===== src/shared/sscfg_pkg.sv =====
// constants and types for the switch strap and serial rom pin logic
// Overview of operation
// - the upstream select strap picks port 0 for 00, port 1 for 01 and port 2 for 11, and 10 is reserved.
// - a high payload strap advertises a 512 byte maximum payload, a low one 256 bytes.
// - during initialization the rom select pin is read as a bypass strap, low disables the rom, high enables it.
// - after initialization the rom select output is driven low whenever the rom is being accessed.
// - a four wire rom port supplies the rom clock, shifts data to the rom and samples data from it.
// - a reference clock output runs while its matching active low request input is held low by the board.
// - software may switch reference clock outputs off through the configuration register at offset 98h.
// - the management clock and data pins are open drain, only pulled low or released, with data two-way.
// - the active low system reset initializes all internal state except the pin synchronisers, which only nrst clears.
// - payload strap and upstream select bit 0 are sampled as inputs at initialization and may be debug outputs later.
package sscfg_pkg;
   localparam logic [7:0]  SSCFG_CLK_DISABLE_OFFSET = 8'h98;
   localparam int          SSCFG_NUM_REFCLK_REQ     = 3;
   localparam int          SSCFG_NUM_DEBUG          = 5;
   localparam int          SSCFG_DEBUG_PAYLOAD_BIT  = 0;
   localparam int          SSCFG_DEBUG_UPS0_BIT     = 3;
   localparam logic [1:0]  SSCFG_UPS_PORT0          = 2'h0;
   localparam logic [1:0]  SSCFG_UPS_PORT1          = 2'h1;
   localparam logic [1:0]  SSCFG_UPS_RESERVED       = 2'h2;
   localparam logic [1:0]  SSCFG_UPS_PORT2          = 2'h3;
   localparam logic [2:0]  SSCFG_MPS_256            = 3'h1;
   localparam logic [2:0]  SSCFG_MPS_512            = 3'h2;
   localparam int          SSCFG_CLK_HZ             = 200000000;
   localparam int          SSCFG_ROM_HALF_NS        = 500;
   localparam int          SSCFG_ROM_HALF_CYC       = (SSCFG_ROM_HALF_NS * (SSCFG_CLK_HZ / 1000000)) / 1000;
   localparam int          SSCFG_ROM_CMD_BITS       = 11;
   localparam int          SSCFG_ROM_DATA_BITS      = 16;
   localparam int          SSCFG_SETTLE_CYC         = 4;
   localparam logic [1:0]  SSCFG_ROM_READ_OP        = 2'h2;
   typedef enum logic [1:0] {SSCFG_ST_IDLE, SSCFG_ST_CMD, SSCFG_ST_DATA, SSCFG_ST_DONE} sscfg_rom_state_t;
endpackage


===== src/logic/sscfg_rom_port.sv =====
// serial rom shifter: 3-wire data plus active low select, one word read per request
`timescale 1ns/10ps
`default_nettype none
module sscfg_rom_port
   import sscfg_pkg::*;
#(
   parameter int ADDR_W = 8
)
(
   input  wire logic              clk,
   input  wire logic              nrst,
   input  wire logic              rom_enable,
   input  wire logic              start,
   input  wire logic [ADDR_W-1:0] addr,
   input  wire logic              miso_sync,
   output logic                   busy,
   output logic                   done,
   output logic [15:0]            rdata,
   output logic                   rom_clk,
   output logic                   rom_sel_n,
   output logic                   rom_mosi
);
   localparam int CMD_W = 2 + ADDR_W + 1;
   sscfg_rom_state_t   state_reg, state_next;
   logic [15:0]        div_reg;
   logic [5:0]         bit_reg;
   logic [CMD_W-1:0]   cmd_reg;
   logic [15:0]        data_reg;
   logic               sclk_reg;
   wire                tick      = (div_reg == 16'(SSCFG_ROM_HALF_CYC - 1));
   wire                fall_tick = tick & sclk_reg;
   wire                rise_tick = tick & ~sclk_reg;
   wire                cmd_last  = (bit_reg == 6'(CMD_W - 1));
   wire                data_last = (bit_reg == 6'(SSCFG_ROM_DATA_BITS - 1));
   wire                active    = (state_reg == SSCFG_ST_CMD) | (state_reg == SSCFG_ST_DATA);

   always_comb
   begin
      state_next = state_reg;
      case (state_reg)
         SSCFG_ST_IDLE: if (start & rom_enable) state_next = SSCFG_ST_CMD;
         SSCFG_ST_CMD:  if (fall_tick & cmd_last) state_next = SSCFG_ST_DATA;
         SSCFG_ST_DATA: if (fall_tick & data_last) state_next = SSCFG_ST_DONE;
         default:       state_next = SSCFG_ST_IDLE;
      endcase
   end

   always_ff @(posedge clk)
   begin
      if (!nrst)
      begin
         state_reg <= SSCFG_ST_IDLE;
         div_reg   <= 16'h0000;
         bit_reg   <= 6'h00;
         cmd_reg   <= '0;
         data_reg  <= 16'h0000;
         sclk_reg  <= 1'b0;
         rom_clk   <= 1'b0;
         rom_sel_n <= 1'b1;
         rom_mosi  <= 1'b0;
         done      <= 1'b0;
         rdata     <= 16'h0000;
         busy      <= 1'b0;
      end
      else
      begin
         state_reg <= state_next;
         // registered from the next state so busy rises on the same edge that the state leaves idle
         busy      <= (state_next != SSCFG_ST_IDLE);
         done      <= (state_reg == SSCFG_ST_DONE);
         div_reg   <= (active & ~tick) ? div_reg + 16'h0001 : 16'h0000;
         if (state_reg == SSCFG_ST_IDLE && state_next == SSCFG_ST_CMD)
         begin
            cmd_reg <= {1'b1, SSCFG_ROM_READ_OP, addr};
            bit_reg <= 6'h00;
         end
         else if (fall_tick)
         begin
            cmd_reg <= {cmd_reg[CMD_W-2:0], 1'b0};
            bit_reg <= (cmd_last && state_reg == SSCFG_ST_CMD) ? 6'h00 : bit_reg + 6'h01;
         end
         if (rise_tick && state_reg == SSCFG_ST_DATA)
            data_reg <= {data_reg[14:0], miso_sync};
         if (active & tick)
            sclk_reg <= ~sclk_reg;
         else if (!active)
            sclk_reg <= 1'b0;
         rom_clk   <= active & rom_enable & sclk_reg;
         rom_sel_n <= ~(active & rom_enable);
         rom_mosi  <= (state_reg == SSCFG_ST_CMD) & cmd_reg[CMD_W-1];
         if (state_reg == SSCFG_ST_DONE)
            rdata <= data_reg;
      end
   end

endmodule
`default_nettype wire


===== src/logic/sscfg_strap_rom.sv =====
// strap capture, reference clock gating, open drain management pins and rom port wrapper
`timescale 1ns/10ps
`default_nettype none
module sscfg_strap_rom
   import sscfg_pkg::*;
#(
   parameter int NUM_REQ = SSCFG_NUM_REFCLK_REQ,
   parameter int ADDR_W  = 8
)
(
   input  wire logic                      clk,
   input  wire logic                      nrst,
   input  wire logic                      system_reset_n,
   input  wire logic [1:0]                upstream_port_select,
   input  wire logic                      payload_size_strap,
   input  wire logic [NUM_REQ-1:0]        ref_clock_request_n,
   input  wire logic [NUM_REQ-1:0]        ref_clock_sw_disable,
   input  wire logic                      rom_read_start,
   input  wire logic [ADDR_W-1:0]         rom_read_addr,
   output logic                           rom_read_busy,
   output logic                           rom_read_done,
   output logic [15:0]                    rom_read_data,
   input  wire logic                      serial_rom_select_n_in,
   output logic                           serial_rom_select_n,
   output logic                           serial_rom_select_oe,
   output logic                           serial_rom_clock,
   output logic                           serial_rom_clock_oe,
   output logic                           serial_rom_data_to_rom,
   input  wire logic                      serial_rom_data_from_rom,
   input  wire logic                      mgmt_scl_in,
   output logic                           mgmt_scl_out,
   output logic                           mgmt_scl_oe,
   input  wire logic                      mgmt_sda_in,
   output logic                           mgmt_sda_out,
   output logic                           mgmt_sda_oe,
   input  wire logic                      mgmt_scl_pull_low,
   input  wire logic                      mgmt_sda_pull_low,
   output logic                           mgmt_scl_seen,
   output logic                           mgmt_sda_seen,
   input  wire logic [SSCFG_NUM_DEBUG-1:0] debug_status,
   output logic [SSCFG_NUM_DEBUG-1:0]     debug_out,
   output logic [SSCFG_NUM_DEBUG-1:0]     debug_out_oe,
   output logic                           init_done,
   output logic [1:0]                     upstream_port,
   output logic                           upstream_reserved,
   output logic [2:0]                     max_payload_code,
   output logic                           rom_enabled,
   output logic [NUM_REQ-1:0]             ref_clock_enable
);
   logic [1:0]          rst_meta_reg, ups0_meta_reg, ups1_meta_reg, pl_meta_reg, cs_meta_reg, do_meta_reg;
   logic [1:0]          scl_meta_reg, sda_meta_reg;
   logic [NUM_REQ-1:0]  req_meta_reg, req_sync_reg;
   logic [3:0]          settle_reg;
   logic                captured_reg;
   logic                rom_clk_w, rom_sel_w, rom_mosi_w;

   // only the second stage of each synchroniser is read
   wire sys_rst_n  = rst_meta_reg[1];
   wire chip_rst_n = nrst & sys_rst_n;
   wire settled    = (settle_reg == 4'(SSCFG_SETTLE_CYC));
   wire ups_res    = ({ups1_meta_reg[1], ups0_meta_reg[1]} == SSCFG_UPS_RESERVED);
   wire [1:0] ups_port = ({ups1_meta_reg[1], ups0_meta_reg[1]} == SSCFG_UPS_PORT2) ? 2'h2 :
                         ({ups1_meta_reg[1], ups0_meta_reg[1]} == SSCFG_UPS_PORT1) ? 2'h1 : 2'h0;
   wire [2:0] mps_code = pl_meta_reg[1] ? SSCFG_MPS_512 : SSCFG_MPS_256;

   // board pins change with no regard to clk, so two stages before any logic reads them
   always_ff @(posedge clk)
   begin
      if (!nrst)
      begin
         rst_meta_reg  <= 2'h0;
         ups0_meta_reg <= 2'h0;
         ups1_meta_reg <= 2'h0;
         pl_meta_reg   <= 2'h0;
         cs_meta_reg   <= 2'h3;
         do_meta_reg   <= 2'h0;
         scl_meta_reg  <= 2'h3;
         sda_meta_reg  <= 2'h3;
      end
      else
      begin
         rst_meta_reg  <= {rst_meta_reg[0], system_reset_n};
         ups0_meta_reg <= {ups0_meta_reg[0], upstream_port_select[0]};
         ups1_meta_reg <= {ups1_meta_reg[0], upstream_port_select[1]};
         pl_meta_reg   <= {pl_meta_reg[0], payload_size_strap};
         cs_meta_reg   <= {cs_meta_reg[0], serial_rom_select_n_in};
         do_meta_reg   <= {do_meta_reg[0], serial_rom_data_from_rom};
         scl_meta_reg  <= {scl_meta_reg[0], mgmt_scl_in};
         sda_meta_reg  <= {sda_meta_reg[0], mgmt_sda_in};
      end
   end

   // requests idle high, so the chain resets to idle and no clock starts straight out of reset
   always_ff @(posedge clk)
   begin
      if (!nrst)
      begin
         req_meta_reg  <= '1;
         req_sync_reg  <= '1;
      end
      else
      begin
         req_meta_reg  <= ref_clock_request_n;
         req_sync_reg  <= req_meta_reg;
      end
   end

   // straps settle a few cycles after reset release, then are frozen until the next reset
   always_ff @(posedge clk)
   begin
      if (!chip_rst_n)
      begin
         settle_reg        <= 4'h0;
         captured_reg      <= 1'b0;
         init_done         <= 1'b0;
         upstream_port     <= 2'h0;
         upstream_reserved <= 1'b0;
         max_payload_code  <= SSCFG_MPS_256;
         rom_enabled       <= 1'b0;
      end
      else
      begin
         if (!settled)
            settle_reg <= settle_reg + 4'h1;
         if (settled && !captured_reg)
         begin
            captured_reg      <= 1'b1;
            upstream_port     <= ups_port;
            upstream_reserved <= ups_res;
            max_payload_code  <= mps_code;
            rom_enabled       <= cs_meta_reg[1];
         end
         init_done <= captured_reg;
      end
   end

   always_ff @(posedge clk)
   begin
      if (!chip_rst_n)
      begin
         ref_clock_enable <= '0;
      end
      else
      begin
         ref_clock_enable <= ~req_sync_reg & ~ref_clock_sw_disable;
      end
   end

   // select pin is only driven once the bypass strap has been read
   always_ff @(posedge clk)
   begin
      if (!chip_rst_n)
      begin
         serial_rom_select_n    <= 1'b1;
         serial_rom_select_oe   <= 1'b0;
         serial_rom_clock       <= 1'b0;
         serial_rom_clock_oe    <= 1'b0;
         serial_rom_data_to_rom <= 1'b0;
      end
      else
      begin
         serial_rom_select_n    <= rom_sel_w;
         serial_rom_select_oe   <= init_done & rom_enabled;
         serial_rom_clock       <= rom_clk_w;
         serial_rom_clock_oe    <= init_done & rom_enabled;
         serial_rom_data_to_rom <= rom_mosi_w;
      end
   end

   // these pins are only ever pulled low, the board pull-ups give the high level
   always_ff @(posedge clk)
   begin
      if (!chip_rst_n)
      begin
         mgmt_scl_out  <= 1'b0;
         mgmt_scl_oe   <= 1'b0;
         mgmt_sda_out  <= 1'b0;
         mgmt_sda_oe   <= 1'b0;
         mgmt_scl_seen <= 1'b1;
         mgmt_sda_seen <= 1'b1;
      end
      else
      begin
         mgmt_scl_out  <= 1'b0;
         mgmt_scl_oe   <= mgmt_scl_pull_low;
         mgmt_sda_out  <= 1'b0;
         mgmt_sda_oe   <= mgmt_sda_pull_low;
         mgmt_scl_seen <= scl_meta_reg[1];
         mgmt_sda_seen <= sda_meta_reg[1];
      end
   end

   // debug pins stay undriven until the straps sharing them have been captured
   always_ff @(posedge clk)
   begin
      if (!chip_rst_n)
      begin
         debug_out    <= '0;
         debug_out_oe <= '0;
      end
      else
      begin
         debug_out    <= debug_status;
         debug_out_oe <= {SSCFG_NUM_DEBUG{init_done}};
      end
   end

   sscfg_rom_port #(.ADDR_W(ADDR_W)) u_rom
   (
      .clk        (clk),
      .nrst       (chip_rst_n),
      .rom_enable (init_done & rom_enabled),
      .start      (rom_read_start),
      .addr       (rom_read_addr),
      .miso_sync  (do_meta_reg[1]),
      .busy       (rom_read_busy),
      .done       (rom_read_done),
      .rdata      (rom_read_data),
      .rom_clk    (rom_clk_w),
      .rom_sel_n  (rom_sel_w),
      .rom_mosi   (rom_mosi_w)
   );
endmodule
`default_nettype wire


===== config.mk =====
export PLATFORM = sky130hd
export DESIGN_NAME = sscfg_strap_rom
export DESIGN_NICKNAME = d
export VERILOG_FILES = /design/src/shared/sscfg_pkg.sv /design/src/logic/sscfg_rom_port.sv /design/src/logic/sscfg_strap_rom.sv
export SDC_FILE = /design/constraint.sdc
export NUM_CORES = 1
export LEC_CHECK = 0
export BUFFER_PORTS_ARGS = -buffer_cell sky130_fd_sc_hd__buf_2
export CAP_MARGIN = 30
export CORE_MARGIN = 4
export CORE_UTILIZATION = 45
export CTS_BUF_LIST = sky130_fd_sc_hd__clkbuf_4 sky130_fd_sc_hd__clkbuf_8 sky130_fd_sc_hd__clkbuf_16
export DETAILED_ROUTE_END_ITERATION = 10
export GPL_ROUTABILITY_DRIVEN = 0
export PLACE_DENSITY = 0.78
export SETUP_SLACK_MARGIN = 0.1
export SLEW_MARGIN = 40
export SYNTH_ARGS = -nofsm -noshare
export SYNTH_HDL_FRONTEND = slang
export SYNTH_SLANG_ARGS = --single-unit

===== constraint.sdc =====
create_clock -name clk -period 2.22 [get_ports clk]
set_input_delay 0.444 -clock clk [delete_from_list [all_inputs] [get_ports clk]]
set_output_delay 0.444 -clock clk [all_outputs]
set_load 0.02 [all_outputs]

Word-level counts from Yosys, hierarchy flattened
Index checks and enable logic that the tools add are counted.
{ "op_classes": {"n_addsub": 3, "mul": 0, "div": 0, "magnitude_cmp": 0, "n_eq_ne": 12, "n_shift": 0, "n_mux": 12, "bitwise": 20, "reduce_logical": 10} }
{ "op_table": {"columns": ["op", "n"], "rows": [
  ["$mux W11", 2],
  ["$add A16 B1 Y16 const B", 1],
  ["$eq A16 B7 Y1 const B", 1],
  ["$and A1 B1 Y1", 12],
  ["$eq A6 B4 Y1 const B", 2],
  ["$mux W2", 5],
  ["$eq A2 B2 Y1 const B", 4],
  ["$add A6 B1 Y6 const B", 1],
  ["$eq A2 B1 Y1 const B", 3],
  ["$mux W6", 1],
  ["$not A3 Y3", 2],
  ["$pmux W2 S3", 1],
  ["$add A4 B1 Y4 const B", 1],
  ["$eq A4 B3 Y1 const B", 1],
  ["$logic_and A1 B1 Y1", 4],
  ["$not A1 Y1", 4],
  ["$reduce_bool A2 Y1", 2],
  ["$and A3 B3 Y3", 1],
  ["$mux W1", 3],
  ["$logic_not A2 Y1", 1],
  ["$ne A2 B2 Y1 const B", 1],
  ["$reduce_and A2 Y1", 1],
  ["$reduce_or A2 Y1", 1],
  ["$logic_not A1 Y1", 1],
  ["$or A1 B1 Y1", 1]
]} }
{ "word_totals": {"ff_bits": 125, "latch_bits": 0, "ram_bits": 0, "romBits": 0, "input_bits": 32, "output_inout_bits": 50, "elab_cells": 98, "n_memories": 0} }

Depth between registers and ports, before layout
Gate-level depths: netlist of run 1.
{ "depth": {"ltp_word": 8, "mapped_depth": 9, "mapped_depth_nobuf": 7} }

Modules after synthesis
From an unflattened synthesis of run 1, not the netlist that was laid out.
{ "hier_totals": {"hier_cells": 472, "area_unflattened_um2": 4824.6} }
{ "modules_own_cells": {"columns": ["mod", "n_inst", "cells_per_inst", "area_per_inst_um2", "seq_area_each_um2"], "rows": [
  ["sscfg_rom_port", 1, 323, 3135.5, 1461.4],
  ["sscfg_strap_rom", 1, 149, 1689.1, 1021.0]
]} }

Worst setup path before layout of run 1
Ideal clock, no wire load.
{ "synth_timing": {"path_kind": "reg2reg", "start": "register u_rom.div_reg[0]", "end": "register u_rom.bit_reg[2]", "setup_time_ps": 79, "arrival_time_ps": 1849, "required_time_ps": 2141, "path_slack_ps": 292, "stages_incl_launch_ff": 9, "n_path_buf": 2, "period_less_slack_ps": 1928, "path_cell_list": "dfxtp_1 ha_1 and4bb_2 nand4_4 o21a_1 and4_1 buf_6 buf_6 nor3_1"} }
{ "synth_via": {"elab_chain_len": 8, "elab_cells_between_ends": 10, "cone_classes": "eq/ne (2); mux (3); bitwise (3); reduce/logical (2)"} }
{ "synth_lines": {"columns": ["item", "line", "text"], "rows": [
  ["from (decl)", "sscfg_rom_port.sv:25", "logic [15:0] div_reg;"],
  ["from (signal assigned)", "sscfg_rom_port.sv:71", "div_reg <= (active & ~tick) ? div_reg + 16'h0001 : 16'h0000;"],
  ["$eq A16 B7 Y1 (*)", "sscfg_rom_port.sv:30", "wire tick = (div_reg == 16'(SSCFG_ROM_HALF_CYC - 1));"],
  ["$and A1 B1 Y1 (*)", "sscfg_rom_port.sv:31", "wire fall_tick = tick & sclk_reg;"],
  ["$and A1 B1 Y1 (on tied branches)", "sscfg_rom_port.sv:43, sscfg_rom_port.sv:42", null],
  ["$mux W2 (on tied branches)", "sscfg_rom_port.sv:43, sscfg_rom_port.sv:42", null],
  ["$pmux W2 S3", "sscfg_rom_port.sv:40", "case (state_reg)"],
  ["$eq A2 B1 Y1", "sscfg_rom_port.sv:72", "if (state_reg == SSCFG_ST_IDLE && state_next == SSCFG_ST_CMD)"],
  ["$logic_and A1 B1 Y1", "sscfg_rom_port.sv:72", null],
  ["$reduce_or A2 Y1 (no line)", null, null],
  ["to (signal assigned)", "sscfg_rom_port.sv:80", "bit_reg <= (cmd_last && state_reg == SSCFG_ST_CMD) ? 6'h00 : bit_reg + 6'h01;"],
  ["to (decl)", "sscfg_rom_port.sv:26", "logic [5:0] bit_reg;"]
]} }
Every way passes the cells marked *; elsewhere a longest branch is shown, timed or not.
A chain may end at the register's enable or synchronous reset.

Worst setup path in the final report of run 1
{ "layout_timing": {"start": "register u_rom.div_reg[0]", "end": "register u_rom.bit_reg[5]"} }
Same word-level chain as after synthesis.

==> summary.txt, run 1 <==
Outcome
  – Outcome: finished clean

Clock tree
  – Clk sinks: 124
  – CTS Buffer Depth: 2
  – CTS Buf Count: 17
  – CTS Root Cell: clkbuf_8
  – Clk slew on worst S/H paths: 0.06 ns
  – Clk_lat worst skew: between 0.5 and 0.6 ns
  – Htree depth: 4
  – # hold bufs at CTS: 0
  – CTS tree: done

Worst setup path
  – RR Endpoint: u_rom.bit_reg[5]$_SDFFE_PP0N_
  – Critical path capture point type: register
  – Setup crit start kind: register
  – Start point of the critical path: u_rom.div_reg[0]$_SDFF_PN0_
  – Worst-path cell chain: ha_1, and4bb_2, nand4_4, buf_4, o21ai_0, nor3_1
  – Crit path kind: register to register
  – Worst R2R Start: u_rom.div_reg[0]$_SDFF_PN0_
  – Crit path to: u_rom.bit_reg[5]$_SDFFE_PP0N_
  – WP data required: 2.58 ns
  – Crit-path max FO: 15
  – R2r worst-path depth: 6
  – Setup slack, reg-to-reg: 0.24 ns
  – Worst Path Arrival: 2.34 ns
  – Slowest CP cell: o21ai_0
  – CP peak stage delay: 0.43 ns

Power
  – Switching part of the total power: about a fifth
  – Power, Total: ~5200 µW
  – Reg power frac: between 40% and 50%
  – P_sw: 1030 µW
  – Comb power frac: about 1.5%
  – VDD IR max: 582 µV
  – Leakage: around 0.0022 µW
  – Clk network pwr share: 55.1%
  – PD cells: about 900 nW/µm²
  – Internal: 4170 µW

Global routing
  – First-pass GRT wire length: around 15000 µm
  – Overflow after GRT: 0
  – Vias in the first global route: approximately 3300
  – Initial antenna violation count: 0
  – Gr usage total: about 16%
  – Largest net degree at the start of global routing: 52

Timing
  – Clock Skew: roughly 0.018 ns
  – FMAX: 505 MHz
  – Min cycle time layout: 1.98 ns
  – Final period util: 89.2%
  – Hold Vio Cnt, Final: 0
  – Setup TNS: 0 ns
  – Final slew viol count: 0
  – Final setup fails: 0
  – Worst slew margin: about three fifths
  – Least-Margin Pin Slew: 0.601 ns
  – Unrepaired setup endpoints after global routing: no

Placement
  – Port bufs: 78
  – DP Wirelength: 6110 µm
  – Placed inst area: 5100 µm²

Detailed routing
  – Post-route DRC: 0
  – DRT Wirelength: 9110 µm
  – Initial DRC count: between 200 and 250
  – Vias per cell: 4.88
  – DR WL/cell: 13.0 µm
  – DR vias: between 3000 and 4000
  – First-pass iteration count of the detailed router: 4
  – Post-route ant nets: 0

Die
  – Die area: 12000 µm²
  – Io pins: 82
  – Row Count: 36
  – Die width: around 110 µm
  – Core Area: 9860 µm²
  – Initial Util: 46.8%
  – Die Y: 109 µm

Layout
  – Multi-input logic area: 1970 µm²
  – Area Growth Syn to Fin: 24.5%
  – Share of layout cells above drive strength 1: 24.3%
  – FILL cells: 805
  – Register area: 2480 µm²
  – Commonest non-fill, non-tap cells in the layout: dfxtp_1, buf_2, nand2_1
  – Final Net Count: 596
  – N_diodes: 0
  – Most common cell after layout, fill and taps aside: dfxtp_1
  – Design Area, Final: 5750 µm²

Synth
  – Sequential area share after synthesis: 53.7%
  – Mean Syn Cell Area: 9.71 µm²
  – Ys flop type: dfxtp_1
  – Mapped Cells: 476
  – Synth Register Bits: around 120
  – Synth Warn #: 0
  – EDFF count, synth: 0
  – Synth cell types: 43
  – Mapped cell area: 4620 µm²
  – FFs w/ async S/R, synth: 0%

Min path
  – Worst hold path class: primary input to register

Job
  – Max-Cap Viols: 0
==> stage by stage <==
stage | std cells | setup slack, ns | utilization (%) | hold slack, ns
after floorplan | 478 | 0.292 | - | 0.373
after global placement | 668 | 0.290 | 51.8 | 0.387
after detailed placement | 668 | 0.154 | 51.8 | 0.383
after CTS | 700 | 0.121 | 58.1 | 0.0743
after global routing | 701 | 0.103 | 58.3 | 0.0805
final | 701 | 0.239 | 58.3 | 0.0902
==> synth_stat cells, types with 2 or more instances <==
cell type,instances,area (µm²)
buf_1,3,11.3
o21ai_0,5,25.0
buf_6,2,22.5
and2_1,12,75.1
xnor2_1,11,96.3
nand2b_1,17,106
a31oi_1,2,12.5
and4bb_2,2,25.0
clkbuf_1,15,56.3
nor3_1,12,60.1
xor2_1,10,87.6
nand2_1,72,270
mux2i_1,25,250
inv_1,8,30.0
mux2_2,7,78.8
a21oi_1,26,130
nor4_4,2,42.5
dfxtp_1,124,2480
buf_4,8,60.1
nand3_1,13,65.1
buf_2,2,10.0
nor2_1,40,150
nand3b_1,3,22.5
ha_1,9,113
and4_1,5,43.8
o21a_1,2,15.0
and3_1,18,113
nand4_1,6,37.5
==> cells by family (layout without fill, tap and decap cells) <==
group | count (synthesis) | after routing | share of synthesized area (%)
and+or+nand+nor | 212 | 212 | 23.9
DFF | 124 | 124 | 53.7
AOI/OAI and AO/OA | 39 | 39 | 4.63
buffers and inverters | 38 | 128 | 4.12
muxes | 32 | 32 | 7.12
xor gates and xnor gates | 21 | 21 | 3.98
adders and majority gates | 9 | 9 | 2.44
other | 1 | 3 | 0.0812
==> power groups by stage <==
stage	clock (µW)	combinational (µW)	sequential, µW
after floorplan	0	41.2	2300
after global placement	0	75.6	2300
final	2870	78.3	2260
after detailed placement	0	78.3	2300
after global routing	3040	87.7	2260
after CTS	2930	78.8	2260
==> repair_timing <==
item | 4_1_cts | 5_1_grt
gates resized for setup | 0 | 4
endpoints found under the hold margin | 0 | 0
setup buffers | 0 | 1
setup endpoints to repair | 0 | 30
==> worst max-delay path: cells and delay by family, from the launching register on <==
family | cells | cell delay (ns)
and+or+nand+nor | 3 | 0.54
DFF | 1 | 0.37
AOI/OAI and AO/OA | 1 | 0.43
buffers and inverters | 1 | 0.23
adders and majority gates | 1 | 0.27
==> layer usage <==
metal | track usage [%] | wire length [µm] | up-vias
met3 | 5.93 | 583 | 6
met4 | 5.52 | 67 | 0
met1 | 19.0 | 4030 | 1578
li1 | - | - | 1741
met2 | 26.7 | 4430 | 93
met5 | 0 | 0 | -
==> worst min path at each step <==
stage	from	end	slack, ns	cells after the start
floorplan	req_sync_reg[2]$_SDFF_PN1_	ref_clock_enable[2]$_SDFF_PN0_	0.37	1
detailed placement	req_sync_reg[0]$_SDFF_PN1_	ref_clock_enable[0]$_SDFF_PN0_	0.38	1
global route	ref_clock_sw_disable[1]	ref_clock_enable[1]$_SDFF_PN0_	0.08	2
finish	ref_clock_sw_disable[1]	ref_clock_enable[1]$_SDFF_PN0_	0.09	2
CTS	ref_clock_sw_disable[1]	ref_clock_enable[1]$_SDFF_PN0_	0.07	2
global placement	req_meta_reg[2]$_SDFF_PN1_	req_sync_reg[2]$_SDFF_PN1_	0.39	1
==> area by class of cell <==
cell class | count | area share, %
Multi-Input combinational cell | 316 | 34.2
Sequential cell | 124 | 43.1
Clock inverter | 13 | 3.26
Timing Repair Buffer | 88 | 8.31
Inverter | 8 | 0.522
Clock buffer | 19 | 7.68
Tap cell | 133 | 2.89
Power figures use the tool's default switching activity.
==> run 2, diff against run 1 <==
- CORE_MARGIN: 4 -> not set
- MAX_ROUTING_LAYER: not set -> met4
==> run 2 against run 1 <==
Effect of this change:
- first-iteration DRC count fell by 27%
- clock-buffer cell count rose by 1
- flip-flop and latch count did not move
- hold slack improved by 0.0029 ns
- core utilization rose by 0.18 points
- final cell count fell by 0.29%
- cell area rose by 0.30%
- critical path depth rose by 2
- power rose by 3.0%
- sequential power barely moved
- clock skew fell by 0.013 ns
- global-route usage rose by 2.9 points
- critical path type unchanged
- critical endpoint is now u_rom.cmd_reg[6]$_SDFFE_PN0P_
==> summary.txt, run 2 (synthesis gave the netlist of run 1 again) <==
Clock tree
  – Clk sinks: 124
  – Setup bufs post-CTS: 0
  – # hold bufs at CTS: 0
  – CTS Buffer Depth: 2
  – CTS Buf Count: 17
  – Clk slew on worst S/H paths: 0.06 ns
  – CTS Root Cell: clkbuf_8
  – Clk_lat worst skew: 0.51 ns
  – Htree depth: 4
  – CTS tree: done

Timing
  – Unrepaired setup endpoints after global routing: no
  – Post-route setup slack: 0.198 ns
  – Worst slew margin: 59.4%
  – Final setup fails: 0
  – Setup TNS: 0 ns
  – Clock Skew: between 0.005 and 0.006 ns
  – Least-Margin Pin Slew: approximately 0.61 ns
  – Hold Vio Cnt, Final: 0
  – Final slew viol count: 0
  – Min cycle time layout: 2.02 ns
  – Final period util: between 90% and 100%
  – FMAX: 495 MHz

Global routing
  – Initial antenna violation count: 0
  – Vias in the first global route: 3345
  – Overflow after GRT: 0
  – Largest net degree at the start of global routing: 52
  – First-pass GRT wire length: 15100 µm
  – Gr usage total: between 10% and 20%

Worst setup path
  – CP peak stage delay: between 0.4 and 0.5 ns
  – Setup crit start kind: register
  – Worst-path cell chain: inv_1, ha_2, nand2_1, or4_1, o21ai_2, and4_1, buf_12, mux2i_1
  – Slowest CP cell: or4_1
  – Critical path capture point type: register
  – Crit-path leading delay family: simple AND/OR/NAND/NOR gates
  – CP bufs+invs: 2
  – Worst Path Arrival: 2.45 ns
  – WP data required: 2.65 ns
  – Crit-path max FO: 13
  – Crit path kind: register to register

Outcome
  – Outcome: finished clean

Layout
  – Most common cell after layout, fill and taps aside: dfxtp_1
  – Layout Cells excl Fill: around 700
  – Final Net Count: 594
  – N_diodes: 0
  – Commonest non-fill, non-tap cells in the layout: dfxtp_1, buf_2, nand2_1
  – Fin util: about three fifths
  – Share of layout cells above drive strength 1: 24.0%
  – Area Growth Syn to Fin: 24.9%

Die
  – Initial Util: approximately 47%
  – Die Y: 103 µm
  – Die width: 103 µm
  – Io pins: 82
  – Core Area: 9860 µm²
  – Die area: 10700 µm²
  – Row Count: 36

Detailed routing
  – First-pass iteration count of the detailed router: 4
  – DRT Wirelength: 9050 µm
  – Vias per cell: 4.94
  – Post-route DRC: 0
  – Post-route ant nets: 0
  – DR vias: around 3500
  – DR WL/cell: 12.9 µm
  – Initial DRC count: 162

Job
  – Max-Cap Viols: 0

Power
  – Reg power frac: between 40 and 50%
  – Internal: 4310 µW
  – P_sw: roughly 1100 µW
  – VDD IR max: 673 µV
  – Switching part of the total power: 19.6%
  – Power, Total: 5360 µW
  – Clk network pwr share: 56.5%
  – PD cells: 929 nW/µm²
  – Comb power frac: 1.4%
  – Leakage: 0.00225 µW

Placement
  – DP Cell Count: 667
  – DP Wirelength: 5970 µm
  – Port bufs: about 80
  – Setup Slack @ Placement: 0.191 ns

Min path
  – Worst hold path class: primary input to register
-- run 2: changes by cell type in the layout (fill, tap and decap cells not counted), sizes merged --
cell / previous run / this run
buf: 88 / 86
clkinv: 4 / 2
bufinv: 4 / 5
clkbuf: 19 / 20
clkinvlp: 3 / 2
inv: 10 / 11
-- run 2: area by class of cell --
| class | instances | area [µm²] |
|---|---|---|
| fill | 797 | 4090 |
| sequential | 124 | 2480 |
| multi-input combinational | 316 | 1970 |
| timing repair buffer | 86 | 467 |
| clock buffer | 20 | 449 |
| clock inverter | 12 | 209 |
| tap | 133 | 166 |
| inverter | 8 | 30.0 |
-- run 2: what timing repair did --
item	CTS	global route
gates resized for setup	1	4
cloned	0	0
setup endpoints to repair	3	33
-- run 2: worst paths after layout --
| path | from | endpoint | slack, ns | depth (start not counted) |
|---|---|---|---|---|
| setup / recovery | u_rom.state_reg[0]$_SDFF_PN0_ | u_rom.cmd_reg[6]$_SDFFE_PN0P_ | 0.20 | 8 |
| hold / removal | ref_clock_sw_disable[1] | ref_clock_enable[1]$_SDFF_PN0_ | 0.09 | 2 |
| setup reg to reg | u_rom.state_reg[0]$_SDFF_PN0_ | u_rom.cmd_reg[6]$_SDFFE_PN0P_ | 0.20 | 8 |
| hold reg to reg | req_sync_reg[1]$_SDFF_PN1_ | ref_clock_enable[1]$_SDFF_PN0_ | 0.40 | 1 |
-- run 2: metrics by stage --
step,hold WS [ns],cell area (µm²)
2_1_floorplan,0.373,4630
3_3_place_gp,0.389,5100
3_5_place_dp,0.393,5100
4_1_cts,0.0702,5760
5_1_grt,0.0713,5770
6_report,0.0931,5770
-- run 2: worst reg2reg max path, delay by kind of cell (launching register included) --
kind | cells | cell delay [ns]
AND/OR/NAND/NOR | 3 | 0.73
flip-flops | 1 | 0.34
buffers and inverters | 2 | 0.25
adder cells (fa/ha/maj) | 1 | 0.23
multiplexers | 1 | 0.22
AO/OA/AOI/OAI | 1 | 0.18
-- run 2: layer usage --
metal | part of all wire [%] | track usage, % | up-vias
met3 | 5.3 | 5.31 | 15
met4 | 1.6 | 8.99 | 0
met1 | 45 | 21.6 | 1588
met2 | 48 | 30.7 | 112
li1 | - | - | 1738
met5 | 0 | - | -
-- run 2: power groups by stage --
| stage | Sequential [µW] | Clock (µW) | Combinational, µW |
|---|---|---|---|
| after global routing | 2260 | 3180 | 85.6 |
| after floorplan | 2300 | 0 | 41.2 |
| after global placement | 2300 | 0 | 75.0 |
| after detailed placement | 2300 | 0 | 77.2 |
| final | 2260 | 3030 | 77.4 |
| after CTS | 2260 | 3070 | 78.2 |
==> run 3, diff against run 2 <==
- ABC_AREA: not set -> 1
==> run 3 against run 2 <==
Effect of this change:
- clock-buffer cell count grew 3
- worst setup slack gained 0.092 ns
- first-iteration DRC count shrank 7.4%
- die area grew 1.6%
- clock skew grew 0.0022 ns
- register-to-register slack gained 0.09 ns
- core utilization shrank 0.58 points
==> summary.txt, run 3 <==
Outcome
  – Outcome: finished clean

Synth
  – FFs w/ async S/R, synth: 0%
  – Top cell type's share of synthesized area: 52.9%
  – Sequential area share after synthesis: 52.9%
  – Leading area contributor after synthesis: dfxtp_1
  – Synth cell types: 34
  – Synth Register Bits: around 120
  – Mapped cell area: ~4700 µm²
  – Synth top area cells: dfxtp_1, nand2_1, inv_1, o21ai_0, nor2_1
  – Ys flop type: dfxtp_1
  – EDFF count, synth: 0
  – Mean Syn Cell Area: 8.12 µm²
  – Most frequent cells after synthesis: dfxtp_1, nand2_1, inv_1
  – Most frequent cell after synthesis: dfxtp_1
  – Mapped Cells: 578
  – Synth Warn #: 0

Clock tree
  – CTS Root Cell: clkbuf_8
  – Clk slew on worst S/H paths: 0.06 ns
  – CTS tree: done
  – Clk_lat worst skew: 0.51 ns
  – # hold bufs at CTS: 0
  – CTS Buf Count: 17
  – CTS Buffer Depth: 2
  – Clk sinks: 124
  – Htree depth: 4

Timing
  – Final period util: 86.9%
  – FMAX: 518 MHz
  – Unrepaired setup endpoints after global routing: no
  – Min cycle time layout: 1.93 ns
  – Hold Vio Cnt, Final: 0
  – Hold slack: 0.0957 ns
  – Final setup fails: 0
  – Clock Skew: ~0.0075 ns
  – Setup TNS: 0 ns
  – Post-route setup slack: slightly below 0.3 ns
  – Final slew viol count: 0

Global routing
  – Largest net degree at the start of global routing: 33
  – First-pass GRT wire length: 15600 µm
  – Overflow after GRT: 0
  – Initial antenna violation count: 0
  – Vias in the first global route: 3569
  – Gr usage total: 18.4%

Layout
  – Share of layout cells above drive strength 1: between 20% and 30%
  – Area Growth Syn to Fin: 22.8%
  – Final Net Count: 699
  – Most common cell after layout, fill and taps aside: dfxtp_1
  – Commonest non-fill, non-tap cells in the layout: dfxtp_1, nand2_1, inv_1
  – N_diodes: 0
  – Register area: around 2500 µm²
  – Multi-input logic area: 1740 µm²
  – FILL cells: 859

Power
  – Leakage: 0.00260 µW
  – VDD IR max: 569 µV
  – PD cells: about 850 nW/µm²

Detailed routing
  – DR vias: 3799
  – First-pass iteration count of the detailed router: 5
  – Vias per cell: 4.73
  – DRT Wirelength: 9030 µm
  – DR WL/cell: 11.2 µm
  – Post-route DRC: 0
  – Initial DRC count: 150
  – Post-route ant nets: 0

Die
  – Die area: roughly 11000 µm²
  – Die Y: 104 µm
  – Row Count: 36
  – Core Area: 9950 µm²
  – Die width: 104 µm
  – Initial Util: 47.2%
  – Io pins: 82

Worst setup path
  – Worst Path Arrival: ~2.3 ns
  – Setup crit start kind: register
  – Crit path kind: register to register
  – CP most frequent cell: nand2_1
  – Crit-path max FO: 18
  – Slowest CP cell: dfxtp_1
  – R2r worst-path depth: 10
  – WP data required: 2.62 ns
  – CP peak stage delay: 0.38 ns
  – Worst-path cell chain: inv_1, ha_1, nand2_1, nand2_1, a21oi_1, nand2_1, nor2_4, nand3_4, nand2_2, nor3_1
  – Critical path capture point type: register

Placement
  – Setup Slack @ Placement: 0.265 ns
  – DP Wirelength: 6300 µm
  – Port bufs: 78

Min path
  – Hold Crit Depth: 2
  – Worst hold path class: primary input to register

Job
  – Max-Cap Viols: 0
[run 3: repair_timing]
action	4_1_cts	5_1_grt
buffers inserted	0	0
hold endpoints to repair	0	0
gates resized for setup	0	2
setup endpoints to repair	0	8
[run 3: cells by family after synthesis]
logic type | synth area share, %
buffers and inverters | 10.4
adder cells (fa/ha/maj) | 2.40
AO/OA/AOI/OAI | 9.75
other | 0.0799
XOR/XNOR | 1.49
flip-flops | 52.9
AND/OR/NAND/NOR | 23.0
[run 3: cell type report]
type	count	share of cell area, %
clock buffer	23	8.51
clock inverter	8	1.43
inverter	92	5.99
multi-input combinational	336	30.2
sequential	124	43.1
tap	133	2.89
timing repair buffer	87	7.94
[run 3: path summary, 6_finish.rpt]
| check | from | endpoint | slack (ns) |
|---|---|---|---|
| setup / recovery | u_rom.state_reg[0]$_SDFF_PN0_ | u_rom.bit_reg[3]$_SDFFE_PP0N_ | 0.29 |
| hold / removal | ref_clock_sw_disable[1] | ref_clock_enable[1]$_SDFF_PN0_ | 0.1 |
| setup reg to reg | u_rom.state_reg[0]$_SDFF_PN0_ | u_rom.bit_reg[3]$_SDFFE_PP0N_ | 0.29 |
| hold reg to reg | req_sync_reg[0]$_SDFF_PN1_ | ref_clock_enable[0]$_SDFF_PN0_ | 0.39 |
[run 3: report_power, final]
group	internal, µW	total, µW	switching (µW)	leakage (µW)
Clock	1640	2590	943	0.000273
Sequential	2250	2250	5.90	0.00100
Combinational	34.6	82.4	47.9	0.00132
Total	3930	4920	997	0.00260
[run 3: stage by stage]
stage / instance area (µm²) / cells / util, % / total power (µW)
2_1_floorplan: 4700 / 580 / - / 2350
3_3_place_gp: 5180 / 772 / 52.1 / 2380
3_5_place_dp: 5180 / 772 / 52.1 / 2380
4_1_cts: 5760 / 803 / 57.8 / 4980
5_1_grt: 5770 / 803 / 57.9 / 5100
6_report: 5770 / 803 / 57.9 / 4920
[run 3: layer usage]
layer	wire length, µm	GRT usage [%]
met5	0	-
met4	93	6.02
met3	529	7.39
met2	4320	29.9
met1	4090	20.6
[run 3: worst max-delay path: cells and delay by family (launching register included)]
kind                     cells  cell delay [ns]
AO/OA/AOI/OAI                1             0.13
AND/OR/NAND/NOR              7             0.98
adder cells (fa/ha/maj)      1             0.24
flip-flops                   1             0.38
buffers and inverters        1             0.08
